--- src/awh_pkg.sv ---
package awh_pkg;

  // register map
  localparam logic [7:0] CSR_OFS = 8'h48;
  localparam logic [7:0] PRE_OFS = 8'h49;

  // values after reset
  localparam logic [7:0] CSR_RST = 8'h00;
  localparam logic [7:0] PRE_RST = 8'hff;

  // control/status field positions
  localparam int EN_POS   = 0;
  localparam int MEAS_POS = 1;
  localparam int FLAG_POS = 2;

  // counts of cycles and clock period in ns
  localparam int FIX_DIV       = 64;
  localparam int STAB_CYC      = 256;
  localparam int CLK_PERIOD_NS = 50;

  typedef enum logic [1:0] {
    ST_RUN,
    ST_HALT,
    ST_AWU,
    ST_STAB
  } awh_state_t;

  typedef struct packed {
    logic [7:0] addr;
    logic [7:0] wdata;
    logic       wr;
    logic       rd;
  } awh_bus_req_t;

  typedef struct packed {
    logic main_osc_en;
    logic periph_clk_en;
    logic wake_rc_en;
  } awh_clk_ctl_t;

  localparam awh_clk_ctl_t CLK_CTL_RST = '{main_osc_en: 1'b1, periph_clk_en: 1'b1,
                                          wake_rc_en: 1'b0};

endpackage

--- src/awh_auto_wakeup.sv ---
// Functional notes
// halt instruction with wake enable set enters timed-halt mode, not plain halt
// in timed-halt the wake rc clock replaces the main clock
// rc clock goes through fixed divider then programmable prescaler to wake
// halt lasts 64 times prescaler rc periods plus rc start-up time
// on expiry hardware sets wake flag and raises wake interrupt
// main oscillator restarts, 256 cpu cycles pass before interrupt service
// reading control/status clears wake flag and its pending interrupt
// wake flag at bit 2, set by hardware only, writes ignored
// measure bit 1 enables rc oscillator and routes it to timer capture
// software enables measure mode only while running, never in halt
// wake enable is bit 0, freely set and cleared by software
// control/status resets to 00h, bits 7:3 read zero
// prescaler register is read/write and resets to ffh
// prescaler value is the division factor 1 to 255, zero forbidden
// writing zero to the prescaler is ignored, old value kept
// any halt-exit interrupt or reset also leaves timed-halt mode
// entering timed-halt forces the cpu interrupt mask to zero
// in timed-halt main oscillator and peripheral clocks are stopped
// halt with watchdog running resets or not per watchdog-in-halt option
// divider and prescaler counts restart on entry, stop after wake
//
// The address-and-strobe port was chosen for this implementation.
`timescale 1ns/10ps
module awh_auto_wakeup (
  // clock and reset
  input  wire logic                  clk_i,
  input  wire logic                  arst_n_i,
  // register port
  input  wire awh_pkg::awh_bus_req_t bus_i,
  output logic [7:0]                 rdata_o,
  // cpu and watchdog
  input  wire logic                  halt_exec_i,
  input  wire logic                  halt_wake_irq_i,
  input  wire logic                  watchdog_active_i,
  input  wire logic                  watchdog_in_halt_option_i,
  // wake rc oscillator pin
  input  wire logic                  wake_rc_clk_i,
  // clock and mode control
  output awh_pkg::awh_clk_ctl_t      clk_ctl_o,
  output logic                       timed_halt_wake_mode_o,
  output logic                       plain_halt_mode_o,
  output logic                       cpu_run_o,
  // interrupt and reset side
  output logic                       int_mask_clear_o,
  output logic                       wake_irq_o,
  output logic                       watchdog_reset_o,
  // lite timer capture
  output logic                       capture_o
);

  localparam int STAB_WAIT = 256;

  // rc pin synchroniser and filter
  logic s1_r;
  logic s2_r;
  logic s3_r;
  logic rc_lvl_r;
  logic rc_lvl_nxt;
  wire  rc_agree = (s2_r == s3_r);
  wire  rc_rise  = rc_agree & s3_r & ~rc_lvl_r;

  assign rc_lvl_nxt = rc_agree ? s3_r : rc_lvl_r;

  always_ff @(posedge clk_i or negedge arst_n_i) begin
    if (!arst_n_i) begin
      s1_r     <= 1'b0;
      s2_r     <= 1'b0;
      s3_r     <= 1'b0;
      rc_lvl_r <= 1'b0;
    end else begin
      s1_r     <= wake_rc_clk_i;
      s2_r     <= s1_r;
      s3_r     <= s2_r;
      rc_lvl_r <= rc_lvl_nxt;
    end
  end

  // register decode
  wire csr_sel = (bus_i.addr == awh_pkg::CSR_OFS);
  wire pre_sel = (bus_i.addr == awh_pkg::PRE_OFS);
  wire csr_wr  = bus_i.wr & csr_sel;
  wire csr_rd  = bus_i.rd & csr_sel;
  wire pre_wr  = bus_i.wr & pre_sel;
  wire pre_rd  = bus_i.rd & pre_sel;

  logic                en_r;
  logic                en_nxt;
  logic                meas_r;
  logic                meas_nxt;
  logic                flag_r;
  logic                flag_nxt;
  logic                pend_r;
  logic                pend_nxt;
  logic [7:0]          pre_r;
  logic [7:0]          pre_nxt;
  logic [7:0]          rdata_nxt;
  awh_pkg::awh_state_t state_r;
  awh_pkg::awh_state_t state_nxt;
  logic [5:0]          div_cnt_r;
  logic [5:0]          div_cnt_nxt;
  logic [7:0]          pre_cnt_r;
  logic [7:0]          pre_cnt_nxt;
  logic [7:0]          stab_cnt_r;
  logic [7:0]          stab_cnt_nxt;

  // software enable bit
  assign en_nxt   = csr_wr ? bus_i.wdata[awh_pkg::EN_POS] : en_r;
  // measure bit
  assign meas_nxt = csr_wr ? bus_i.wdata[awh_pkg::MEAS_POS] : meas_r;
  // zero write ignored
  assign pre_nxt  = (pre_wr && bus_i.wdata != 8'h00) ? bus_i.wdata : pre_r;

  // mode sequencing
  wire st_run  = (state_r == awh_pkg::ST_RUN);
  wire st_halt = (state_r == awh_pkg::ST_HALT);
  wire st_awu  = (state_r == awh_pkg::ST_AWU);
  wire st_stab = (state_r == awh_pkg::ST_STAB);
  wire in_halt = st_halt | st_awu;

  wire halt_req = st_run & halt_exec_i;
  // watchdog in halt option
  wire wdg_trip   = halt_req & watchdog_active_i & ~watchdog_in_halt_option_i;
  // timed-halt chosen by enable bit
  wire enter_awu  = halt_req & ~wdg_trip & en_r;
  wire enter_halt = halt_req & ~wdg_trip & ~en_r;
  // other halt-exit interrupts
  wire ext_wake   = in_halt & halt_wake_irq_i;

  // fixed divider then prescaler
  wire div_wrap = st_awu & rc_rise & (div_cnt_r == 6'(awh_pkg::FIX_DIV - 1));
  // prescaler value is the factor
  wire expire   = div_wrap & (8'(pre_cnt_r + 8'h01) == pre_r);
  // stabilisation count
  wire stab_done = st_stab & (stab_cnt_r == 8'(awh_pkg::STAB_CYC - 1));

  always_comb begin
    state_nxt = state_r;
    unique case (state_r)
      awh_pkg::ST_RUN: begin
        if (enter_awu) begin
          state_nxt = awh_pkg::ST_AWU;
        end else if (enter_halt) begin
          state_nxt = awh_pkg::ST_HALT;
        end
      end
      awh_pkg::ST_HALT: begin
        if (ext_wake) begin
          state_nxt = awh_pkg::ST_STAB;
        end
      end
      awh_pkg::ST_AWU: begin
        if (expire || ext_wake) begin
          state_nxt = awh_pkg::ST_STAB;
        end
      end
      awh_pkg::ST_STAB: begin
        if (stab_done) begin
          state_nxt = awh_pkg::ST_RUN;
        end
      end
    endcase
  end

  // divider and prescaler counts restart on entry, hold otherwise
  assign div_cnt_nxt  = enter_awu ? 6'h00 :
                        (st_awu & rc_rise) ? 6'(div_cnt_r + 6'h01) : div_cnt_r;
  assign pre_cnt_nxt  = enter_awu ? 8'h00 :
                        div_wrap ? 8'(pre_cnt_r + 8'h01) : pre_cnt_r;
  assign stab_cnt_nxt = st_stab ? 8'(stab_cnt_r + 8'h01) : 8'h00;

  // hardware set wins over read clear
  assign flag_nxt = expire ? 1'b1 : (csr_rd ? 1'b0 : flag_r);
  assign pend_nxt = expire ? 1'b1 : (csr_rd ? 1'b0 : pend_r);

  // reserved bits read zero
  assign rdata_nxt = csr_rd ? {5'h00, flag_r, meas_r, en_r} :
                     pre_rd ? pre_r : 8'h00;

  wire run_nxt  = (state_nxt == awh_pkg::ST_RUN);
  wire awu_nxt  = (state_nxt == awh_pkg::ST_AWU);
  wire halt_nxt = (state_nxt == awh_pkg::ST_HALT);
  awh_pkg::awh_clk_ctl_t clk_ctl_nxt;

  // clock switching in halt
  assign clk_ctl_nxt.main_osc_en   = ~(awu_nxt | halt_nxt);
  assign clk_ctl_nxt.periph_clk_en = ~(awu_nxt | halt_nxt);
  // rc runs for measuring too
  assign clk_ctl_nxt.wake_rc_en    = awu_nxt | meas_nxt;

  // R13 register reset values
  always_ff @(posedge clk_i or negedge arst_n_i) begin
    if (!arst_n_i) begin
      en_r   <= awh_pkg::CSR_RST[awh_pkg::EN_POS];
      meas_r <= awh_pkg::CSR_RST[awh_pkg::MEAS_POS];
      flag_r <= awh_pkg::CSR_RST[awh_pkg::FLAG_POS];
      pend_r <= 1'b0;
      pre_r  <= awh_pkg::PRE_RST;
    end else begin
      en_r   <= en_nxt;
      meas_r <= meas_nxt;
      flag_r <= flag_nxt;
      pend_r <= pend_nxt;
      pre_r  <= pre_nxt;
    end
  end

  always_ff @(posedge clk_i or negedge arst_n_i) begin
    if (!arst_n_i) begin
      state_r    <= awh_pkg::ST_RUN;
      div_cnt_r  <= 6'h00;
      pre_cnt_r  <= 8'h00;
      stab_cnt_r <= 8'h00;
    end else begin
      state_r    <= state_nxt;
      div_cnt_r  <= div_cnt_nxt;
      pre_cnt_r  <= pre_cnt_nxt;
      stab_cnt_r <= stab_cnt_nxt;
    end
  end

  // registered outputs
  always_ff @(posedge clk_i or negedge arst_n_i) begin
    if (!arst_n_i) begin
      rdata_o                <= 8'h00;
      clk_ctl_o              <= awh_pkg::CLK_CTL_RST;
      timed_halt_wake_mode_o <= 1'b0;
      plain_halt_mode_o      <= 1'b0;
      cpu_run_o              <= 1'b1;
      int_mask_clear_o       <= 1'b0;
      wake_irq_o             <= 1'b0;
      watchdog_reset_o       <= 1'b0;
      capture_o              <= 1'b0;
    end else begin
      rdata_o                <= rdata_nxt;
      clk_ctl_o              <= clk_ctl_nxt;
      timed_halt_wake_mode_o <= awu_nxt;
      plain_halt_mode_o      <= halt_nxt;
      cpu_run_o              <= run_nxt;
      // mask cleared on halt entry
      int_mask_clear_o       <= enter_awu | enter_halt;
      // request shown once clock is stable
      wake_irq_o             <= pend_nxt & run_nxt;
      watchdog_reset_o       <= wdg_trip;
      // capture routing in run only
      capture_o              <= meas_nxt & run_nxt & rc_lvl_nxt;
    end
  end

  // checking helpers
  logic [15:0] rise_cnt_r;

  always_ff @(posedge clk_i or negedge arst_n_i) begin
    if (!arst_n_i) begin
      rise_cnt_r <= 16'h0000;
    end else if (enter_awu) begin
      rise_cnt_r <= 16'h0000;
    end else if (st_awu && rc_rise) begin
      rise_cnt_r <= 16'(rise_cnt_r + 16'h0001);
    end
  end
endmodule

--- config.mk ---
export PLATFORM = sky130hd
export DESIGN_NAME = awh_auto_wakeup
export DESIGN_NICKNAME = d
export VERILOG_FILES = /design/src/awh_pkg.sv /design/src/awh_auto_wakeup.sv
export SDC_FILE = /design/constraint.sdc
export NUM_CORES = 1
export LEC_CHECK = 0
export CORE_MARGIN = 1
export CORE_UTILIZATION = 60
export DETAILED_ROUTE_END_ITERATION = 12
export DONT_BUFFER_PORTS = 1
export PLACE_DENSITY = 0.85
export SETUP_SLACK_MARGIN = 0.3
export SYNTH_ARGS = -nofsm -noshare
export SYNTH_HDL_FRONTEND = slang
export SYNTH_SLANG_ARGS = --single-unit
--- constraint.sdc ---
create_clock -name clk_i -period 5.3 [get_ports clk_i]
set_input_delay 0.53 -clock clk_i [delete_from_list [all_inputs] [get_ports clk_i]]
set_output_delay 0.53 -clock clk_i [all_outputs]
set_load 0.02 [all_outputs]
==> results of run 1 <==
[power by group through the flow]
stage	Clock, mW	Combinational, mW	Sequential [mW]
floorplan	0	0.366	0.635
global placement	0	0.393	0.675
detailed placement	0	0.410	0.679
CTS	0.396	0.427	0.672
global route	0.414	0.487	0.684
finish	0.385	0.428	0.672
[metrics by stage]
stage | instances | utilization (%) | cell area (um^2) | hold slack (ns)
finish | 294 | 70.1 | 2910 | 0.0344
global route | 294 | 70.1 | 2910 | 0.00863
CTS | 294 | 70.1 | 2910 | 0.0136
detailed placement | 277 | 64.9 | 2690 | 0.236
floorplan | 235 | - | 2670 | 0.234
global placement | 277 | 64.9 | 2690 | 0.236
[cell usage in the layout (no fill, tap or decap), types with 3 or more instances in the layout]
master and instances:
dfrtp_1 47, nor2_1 20, nand2_1 19, xnor2_1 16, and2_1 13, xor2_1 12, ha_1 11, mux2_2 10
dfstp_2 10, nand3_1 9, clkbuf_8 9, a21oi_1 8, and3_1 6, inv_1 5, and4_1 4, nor3_1 4
nand3b_1 4, a22o_1 4, nand2b_1 3, nand4_1 3
[area by class of cell]
| class | count | share of cell area [%] |
|---|---|---|
| sequential | 57 | 49.5 |
| multi-input combinational | 165 | 40.3 |
| clock buffer | 11 | 4.52 |
| tap | 50 | 2.15 |
| clock inverter | 5 | 1.94 |
| timing repair buffer | 1 | 0.947 |
| inverter | 5 | 0.646 |
[synthesized netlist by cell type (all sizes together)]
library cell / n
a2111oi: 1
a211o: 1
a211oi: 1
a21boi: 1
a21o: 1
a21oi: 8
a22o: 4
a311o: 1
and2: 13
and3: 6
and4: 4
buf: 3
clkbuf: 5
dfrtp: 47
dfstp: 10
ha: 11
inv: 5
mux2: 10
mux2i: 2
nand2: 19
nand2b: 3
nand3: 9
nand3b: 4
nand4: 3
nand4b: 1
nor2: 20
nor2b: 2
nor3: 4
nor4: 3
nor4b: 1
o2111ai: 1
o311ai: 1
or3: 2
xnor2: 16
xor2: 12
[worst reg2reg max path, delay by kind of cell, from the launching register on]
family,cells,cell delay [ns]
AND/OR/NAND/NOR,4,1.12
buffers and inverters,1,0.12
adder cells (fa/ha/maj),2,0.49
AO/OA/AOI/OAI,2,0.43
flip-flops,1,0.43
[sequential cells by signal (all words and copies together) (netlist names), 2 cells and up]
signal	count
pre_cnt_r	8
clk_ctl_o	2
div_cnt_r	6
pre_r	8
rdata_o	8
stab_cnt_r	8
state_r	2
[final timing paths]
path | startpoint | endpoint | cells past startpoint | slack [ns]
hold reg to reg | s1_r | s2_r | 0 | 0.36
max in group asynchronous | arst_n_i | state_r[0] | 1 | 5.04
setup / recovery | state_r[0] | wake_irq_o | 9 | 2.58
setup reg to reg | state_r[0] | wake_irq_o | 9 | 2.58
hold / removal | arst_n_i | pre_r[1] | 0 | 0.03
min in group clk_i | wake_rc_clk_i | s1_r | 0 | 0.23
[kinds of logic after synthesis]
| kind of cell | count (synthesis) |
|---|---|
| xor gates and xnor gates | 28 |
| buffers and inverters | 13 |
| DFF | 57 |
| muxes | 12 |
| AOI/OAI and AO/OA | 20 |
| and+or+nand+nor | 94 |
| adders and majority gates | 11 |
[metal layers]
layer | vias up | share of wire (%) | GRT usage [%]
met2 | 50 | 49 | 42.2
met1 | 835 | 44 | 28.1
met3 | 9 | 5.0 | 8.88
met5 | - | 0 | 0
met4 | 0 | 1.7 | 10.2
li1 | 819 | - | -
==> flow_summary.toml, run 1 <==
[layout]
seq_area_um2 = 1440
n_antenna_cell = 0
drive_gt1_share_pct = 16.0
fillers = 316
multiInputGateArea_um2 = 1170
syn2layout_area_growth_pct = 9.06
nNetsFinal = 275

[yosys]
syn_inst = 235
yosysTopAreaCell = "dfrtp_1"
synth_seq_area_share_pct = 54.0
yosys-top-cells-area = "dfrtp_1 (44%), dfstp_2 (9.9%), xnor2_1 (5.3%)"
synth_fa_ha_area_share_pct = 5.16
synth_top_area_share_pct = 44.1
avgSynthCellArea_um2 = 11.3
syn_nets = 271
synthXorXnorAreaFrac_pct = 9.20
synthesis.area_um2 = 2670
synth_top_family_by_area = "simple AND/OR/NAND/NOR gates"
synthSimpleGateAreaFrac_pct = 19.2
synthMuxAreaShare_pct = 4.98
synth-seq-cells = 57
ys_warn_count = 0
netlist-cell-type-count = 38
synth-compound-area-share_pct = 5.40

[place]
gp_congestion = 0.789
hpwl_mm = 3.38
place_ws_ns = 2.65
port_buffers = 0

[timing]
worst_slew_pin_slew_ns = 0.749
finalHoldViolCount = 0
setup_ws_ns = 2.58
period_share_pct = 51.3
tns_ns = 0
maxSlewViolCount = 0
min_period_ns = 2.72
fmax_mhz = 368
slew_headroom_pct = 49.7
grt_setup_unrepaired = "false"
finalClockSkew_ns = 0.00771
setup_viol = 0

[cts]
cts_buffers = 9
cts_tree = "yes"
clkLatencyLatePin_ns = 0.33
cts_hold_buf = 1
postCtsSetupBuffers = 0
cts.reportedPaths.clkPinSlew_ns = 0.07
clock-root-buffer = "clkbuf_8"
cts_buffer_depth = 2
numClockSinks = 57
cts-resized-gates = 0
htree_levels = 3

[worst_setup_path]
cpLargestDelayFamily = "simple AND/OR/NAND/NOR gates"
crit_top_cell = "ha_1"
end_kind = "flip-flop"
worstPathCellList = "inv_1 -> ha_1 -> nand4b_2 -> or3_4 -> nor4_2 -> nand4_1 -> a21o_1 -> ha_1 -> a21boi_1"
worst-path-buf-inv = 1
path_max_fanout = 6
cp-start-kind = "flip-flop"
critical_path_class = "flip-flop to flip-flop"
crit_arrival_ns = 2.92
max_stage_delay_ns = 0.43
slowest_stage = "dfrtp_1"
worstPathRequired_ns = 5.50

[power_and_ir_drop]
total_power_mw = 1.49
power.switching_mw = 0.531
peakVddDrop_mv = 0.425
combinationalPowerShare_pct = 28.9
internal_power_mw = 0.954
seq_power_share_pct = 45.2
switching_share_pct = 35.7
powerDensity_nw_per_um2 = 511
leakage_nw = 1.32
power_frac_clock_pct = 25.9

[detailed_routing]
wl_mm = 4.88
drc = 0
first_iter_violations = 65
vias = 1713
routed_via_density = 5.83
routedWlPerCell_um = 16.6
dr.pass1.iters = 4
final_antenna_net_count = 0

[run]
cap_violations = 0

[global_route]
track_usage_pct = 24.8
grt_pass1_vias = 1717
overflow = 0
grt_max_degree = 48
antenna_found_initial = 0
grt_pass1_wl_mm = 7.95

[min_path]
hp-class = "input pin to async pin"

[floorplan]
io_pins = 43
core_area_um2 = 4140
chipHeight_um = 68.6
row_count = 23
die_w_um = 68.6
dieArea_um2 = 4710
initial_utilization_pct = 64.3

[outcome]
status = "finished clean"
Power figures use the tool's default switching activity.
==> run 2: changes to the inputs <==
Settings changed: ABC_AREA from default to 1.
Clock period 5.3 ns to 2.8 ns, I/O delays scaled along.
==> run 2 against run 1 <==
  * First-iteration DRC count increased to 2.7 times the previous value
  * Total power increased by 77%
  * Routed wire length increased by 21%
  * Non-clock buffer count increased by 4
  * Maximum frequency increased by 18%
  * Clock skew increased by 0.0011 ns
  * Sequential share of layout area decreased by 4.3 points
  * Clock power increased by 140%
  * Synthesized cell count increased by 36%
  * Cell count increased by 32%
  * Critical path type unchanged
  * Critical endpoint is now clk_ctl_o[0]
==> flow_summary.toml, run 2 <==
[cts]
cts_tree = "yes"
cts.reportedPaths.clkPinSlew_ns = 0.07
numClockSinks = 57
cts_buffers = 9
cts_buffer_depth = 2
htree_levels = 3
clkLatencyLatePin_ns = 0.34
clock-root-buffer = "clkbuf_8"

[worst_setup_path]
end_kind = "flip-flop"
worstPathRequired_ns = 3.03
crit_top_cell = "nand2_1"
critical_path_class = "flip-flop to flip-flop"
cp-start-kind = "flip-flop"
slowest_stage = "dfrtp_2"
max_stage_delay_ns = 0.43
crit_arrival_ns = 2.54
r2r_cells = 15
worst-path-buf-inv = 1
crit_cells = 15
path_max_fanout = 4
cpLargestDelayFamily = "simple AND/OR/NAND/NOR gates"
worstPathCellList = "inv_2 -> ha_2 -> nand3_2 -> nor2_2 -> nand2_2 -> nor2_4 -> nand2_1 -> nor2_2 -> nand3_2 -> nand2_1 -> nand2_1 -> nand2_1 -> a21oi_2 -> ha_1 -> or2_1"

[yosys]
yosys-top-cells-area = "dfrtp_1 (42%), nand2_1 (9.5%), dfstp_2 (9.4%)"
synthesis.area_um2 = 2800
synthMuxAreaShare_pct = 0
synthSimpleGateAreaFrac_pct = 25.4
yosys-top-cells-count = "nand2_1 (71), inv_1 (54), dfrtp_1 (47), nand3_1 (23), o21ai_0 (20)"
synth-compound-area-share_pct = 8.94
avgSynthCellArea_um2 = 8.77
synth_top_family_by_area = "simple AND/OR/NAND/NOR gates"
synthXorXnorAreaFrac_pct = 0.939
synth-edff-count = 0
netlist-cell-type-count = 31
ys_warn_count = 0
synth_fa_ha_area_share_pct = 4.92
syn_nets = 355
syn_inst = 319
synth_top_area_share_pct = 42.0
synth-seq-cells = 57
synthFlopType = "dfrtp_1"
yosysTopAreaCell = "dfrtp_1"
yosysMostFrequentCell = "nand2_1"
synth_seq_area_share_pct = 51.4
async_flop_share_pct = 100

[global_route]
overflow = 0
track_usage_pct = 25.9
use_met3_pct = 6.93
grt_pass1_wl_mm = 9.59
met2_usage_pct = 42.2
grt-busiest-layer = "met2"
grt_max_degree = 58
grt_pass1_vias = 2163
use_met1_pct = 30.2
antenna_found_initial = 0

[timing]
slew_headroom_pct = 72.4
tns_ns = 0
maxSlewViolCount = 0
finalClockSkew_ns = 0.00886
setup_viol = 0
finalHoldViolCount = 0
worst_slew_pin_slew_ns = 0.411
setup_ws_ns = 0.488
min_period_ns = 2.31
grt_setup_unrepaired = "false"
period_share_pct = 82.6
fmax_mhz = 433

[min_path]
hold_depth = 1
hp-class = "input pin to flip-flop"

[detailed_routing]
wl_mm = 5.92
drc = 0
routedWlPerCell_um = 15.2
routed_via_density = 5.72
final_antenna_net_count = 0
dr.pass1.iters = 5
vias = 2224
first_iter_violations = 174

[place]
gp_congestion = 0.854
place_ws_ns = 0.347
hpwl_mm = 4.08
port_buffers = 0

[power_and_ir_drop]
peakVddDrop_mv = 0.667
leakage_nw = 1.48
powerDensity_nw_per_um2 = 822

[floorplan]
die_w_um = 70.3
initial_utilization_pct = 63.4
chipHeight_um = 70.3
core_area_um2 = 4410
dieArea_um2 = 4940
row_count = 24
io_pins = 43

[layout]
layout_common_cells = "nand2_1 (70), inv_1 (52), dfrtp_1 (45), nand3_1 (23), o21ai_0 (19)"
drive_gt1_share_pct = 17.5
layout_commonest_cell = "nand2_1"
n_antenna_cell = 0
nNetsFinal = 368
syn2layout_area_growth_pct = 14.0

[run]
cap_violations = 0

[outcome]
status = "finished clean"
-- run 2: path summary, 6_finish.rpt --
path / slack [ns] / start / endpoint
setup reg to reg: 0.49 / state_r[0] / clk_ctl_o[0]
hold reg to reg: 0.36 / s1_r / s2_r
max in group asynchronous: 2.05 / arst_n_i / pre_r[1]
hold / removal: 0.009 / watchdog_in_halt_option_i / watchdog_reset_o
min in group asynchronous: 0.46 / arst_n_i / rdata_o[6]
setup / recovery: 0.49 / state_r[0] / clk_ctl_o[0]
-- run 2: routing by layer --
layer / part of all wire (%) / wire length (um)
met5: 0 / 0
met4: 4.2 / 246
met3: 4.9 / 289
met2: 52 / 3050
met1: 39 / 2330
-- run 2: worst register-to-register path, stage by stage, from the launching register on --
cell	delay (ns)
dfrtp_2	0.43
inv_2	0.10
ha_2	0.21
nand3_2	0.12
nor2_2	0.13
nand2_2	0.09
nor2_4	0.11
nand2_1	0.07
nor2_2	0.12
nand3_2	0.11
nand2_1	0.09
nand2_1	0.05
nand2_1	0.08
a21oi_2	0.07
ha_1	0.21
or2_1	0.22
-- run 2: layout make-up --
class	instances	area [um^2]
Sequential cell	57	1440
Fill cell	311	1220
Multi-Input combinational cell	204	1170
Inverter	55	209
Clock buffer	11	141
Clock inverter	5	103
Tap cell	52	65.1
Timing Repair Buffer	5	62.6
-- run 2: cell families (layout without fill, tap and decap cells) --
logic type,Yosys count,count (layout)
AND/OR/NAND/NOR,145,145
AO/OA/AOI/OAI,45,45
flip-flops,57,57
buffers and inverters,58,76
XOR/XNOR,3,3
adder cells (fa/ha/maj),11,11
-- run 2: timing repair --
item                                    in CTS  in global routing
endpoints found under the setup margin       0                  4
endpoints found under the hold margin       58                  0
setup buffers                                0                  1
hold buffers                                 3                  0
gates resized for setup                      0                 17
-- run 2: per-stage QoR --
| stage | hold slack (ns) | power [mW] | util [%] | area [um^2] | std cells |
|---|---|---|---|---|---|
| after floorplan | -0.0156 | 1.47 | - | 2800 | 319 |
| after global placement | -0.0144 | 1.56 | 64.4 | 2840 | 369 |
| after detailed placement | -0.0143 | 1.59 | 64.4 | 2840 | 369 |
| after CTS | 0.000607 | 2.55 | 71.0 | 3140 | 388 |
| after global routing | 0.000906 | 2.76 | 72.3 | 3190 | 389 |
| final | 0.00916 | 2.62 | 72.3 | 3190 | 389 |
-- run 2: where the power goes --
| group | internal (mW) | total [mW] | switching [mW] |
|---|---|---|---|
| combinational | 0.223 | 0.567 | 0.344 |
| clock | 0.614 | 0.940 | 0.326 |
| sequential | 0.966 | 1.12 | 0.150 |
==> run 3: changes to the inputs <==
Settings changed: ABC_AREA 1 to 0, CORE_UTILIZATION 60 to 56, PLACE_DENSITY 0.85 to 0.83.
Clock period 2.8 ns to 1.99 ns, I/O delays scaled along.
==> run 3 against run 2 <==
  * The run now ends with DRC, setup timing left
  * Routed wire length grew 2.2%
  * Count of clock-buffer cells in the layout shrank 1
  * Combinational power grew to 3.5 times the previous value
  * Die area grew 2.0%
  * Clock power grew 23%
  * Worst setup slack lost 0.63 ns
  * Clock skew is essentially flat
  * Core utilization grew 3.6 points
  * Via count shrank 15%
  * Register-to-register slack lost 0.63 ns
  * Maximum frequency grew 8.2%
  * Non-clock buffer count grew 30
==> flow_summary.toml, run 3 (synthesized netlist as in run 1, its figures left out) <==
[outcome]
status = "finished, violations left"
violations = "DRC, setup timing"

[cts]
htree_levels = 3
cts.reportedPaths.clkPinSlew_ns = 0.07
cts_buffer_depth = 2
clock-root-buffer = "clkbuf_8"
cts_buffers = 9
clkLatencyLatePin_ns = 0.34
cts_tree = "yes"
numClockSinks = 57

[layout]
drive_gt1_share_pct = 37.8
fillers = 249
seq_area_um2 = 1440
n_antenna_cell = 0
post-route-util_pct = 75.8
layout_common_cells = "dfrtp_1 (46), buf_4 (29), nor2_1 (17), xnor2_1 (14), nand2_1 (13)"
layout_commonest_cell = "dfrtp_1"
syn2layout_area_growth_pct = 27.3
instances_no_fill = 330
multiInputGateArea_um2 = 1360
nNetsFinal = 309

[worst_setup_path]
r2r-start = "state_r[0]"
path_max_fanout = 3
r2r_end = "wake_irq_o"
worstPathRequired_ns = 2.21
r2r_slack_ns = -0.15
crit_arrival_ns = 2.36
r2r_cells = 9
critical_path_class = "flip-flop to flip-flop"
cp-start-kind = "flip-flop"
end_kind = "flip-flop"

[timing]
finalHoldViolCount = 0
grt_setup_unrepaired = "true"
worst_slew_pin_slew_ns = 0.377
setup_viol = 6
min_period_ns = 2.14
finalClockSkew_ns = 0.00893
slew_headroom_pct = 74.9
period_share_pct = 107
maxSlewViolCount = 0
setup_ws_ns = -0.147
fmax_mhz = 468
tns_ns = -0.570

[place]
place_ws_ns = -0.144
port_buffers = 0
dp_cells = 302
hpwl_mm = 3.72
gp_congestion = 0.778

[power_and_ir_drop]
power.switching_mw = 1.77
leakage_nw = 1.54
seq_power_share_pct = 36.4
total_power_mw = 4.91
combinationalPowerShare_pct = 40.0
power_frac_clock_pct = 23.7
peakVddDrop_mv = 1.19
switching_share_pct = 36.0
powerDensity_nw_per_um2 = 1450
internal_power_mw = 3.14

[floorplan]
io_pins = 43
chipHeight_um = 71.0
core_area_um2 = 4470
initial_utilization_pct = 59.6
dieArea_um2 = 5040
die_w_um = 71.0
row_count = 24

[detailed_routing]
met1_length_mm = 2.33
dr_wl_met3_um = 328
dr.max_layer_used = "met4"
dr.pass1.iters = 8
final_antenna_net_count = 0
routed_via_density = 5.72
wl_met2_mm = 3.25
routedWlPerCell_um = 18.3
drc = 3
wl_mm = 6.05
vias = 1888
first_iter_violations = 182

[global_route]
grt_pass1_vias = 1979
overflow = 0
grt_max_degree = 58
track_usage_pct = 25.0
grt_pass1_wl_mm = 9.35
antenna_found_initial = 0

[min_path]
hold_depth = 1
holdPathEnd = "pre_r[6]"
holdCritStartpoint = "bus_i[8]"
hp-class = "input pin to flip-flop"

[run]
cap_violations = 0
==> run 3: worst max-delay path by stage <==
| stage | from | end |
|---|---|---|
| 3_3_place_gp | pre_cnt_r[0] | clk_ctl_o[0] |
| 3_5_place_dp | state_r[0] | clk_ctl_o[0] |
| 6_report | state_r[0] | wake_irq_o |
| 4_1_cts | state_r[0] | clk_ctl_o[0] |
| 2_1_floorplan | state_r[0] | clk_ctl_o[0] |
| 5_1_grt | s2_r | wake_irq_o |
==> run 3: worst max-delay path: stages, from the launching register on <==
cell and delay (ns):
dfrtp_1 0.39, inv_2 0.09, ha_4 0.14, nand4b_4 0.09, or3_4 0.36, nor4_4 0.16
nand4_1 0.19, a21o_1 0.24, ha_2 0.22, a21boi_1 0.14
==> run 3: what timing repair did <==
| item | 4_1_cts | 5_1_grt |
|---|---|---|
| resized for setup | 12 | 29 |
| pin swaps | 7 | 17 |
| hold buffers | 3 | 0 |
| buffers inserted | 4 | 5 |
| setup endpoints to repair | 12 | 21 |
| hold endpoints to repair | 58 | 0 |
| cloned | 0 | 0 |
==> run 3: stage by stage <==
step	area, um^2	hold WS (ns)
after detailed placement	2880	-0.0938
final	3390	0.0137
after global placement	2880	-0.0937
after global routing	3390	0.00634
after floorplan	2680	-0.0966
after CTS	3220	0.00688
==> run 3: cell type report <==
cell class	count	share of cell area [%]
timing repair buffer	35	8.81
sequential	57	42.4
multi-input combinational	165	40.1
inverter	5	0.553
clock buffer	10	3.76
clock inverter	6	2.43
tap	52	1.92
==> run 3: power by group through the flow <==
stage,clock (mW),combinational [mW],sequential [mW]
final,1.16,1.96,1.78
after global routing,1.22,2.14,1.81
after CTS,1.16,1.59,1.76
after detailed placement,0,1.42,1.77
after global placement,0,1.37,1.76
after floorplan,0,0.996,1.69
==> run 3: layer usage <==
metal  track usage, %  vias up
met4             8.89        0
met2             44.6       56
met3             7.12       15
met1             28.9      940
li1                 -      877
met5                0        -
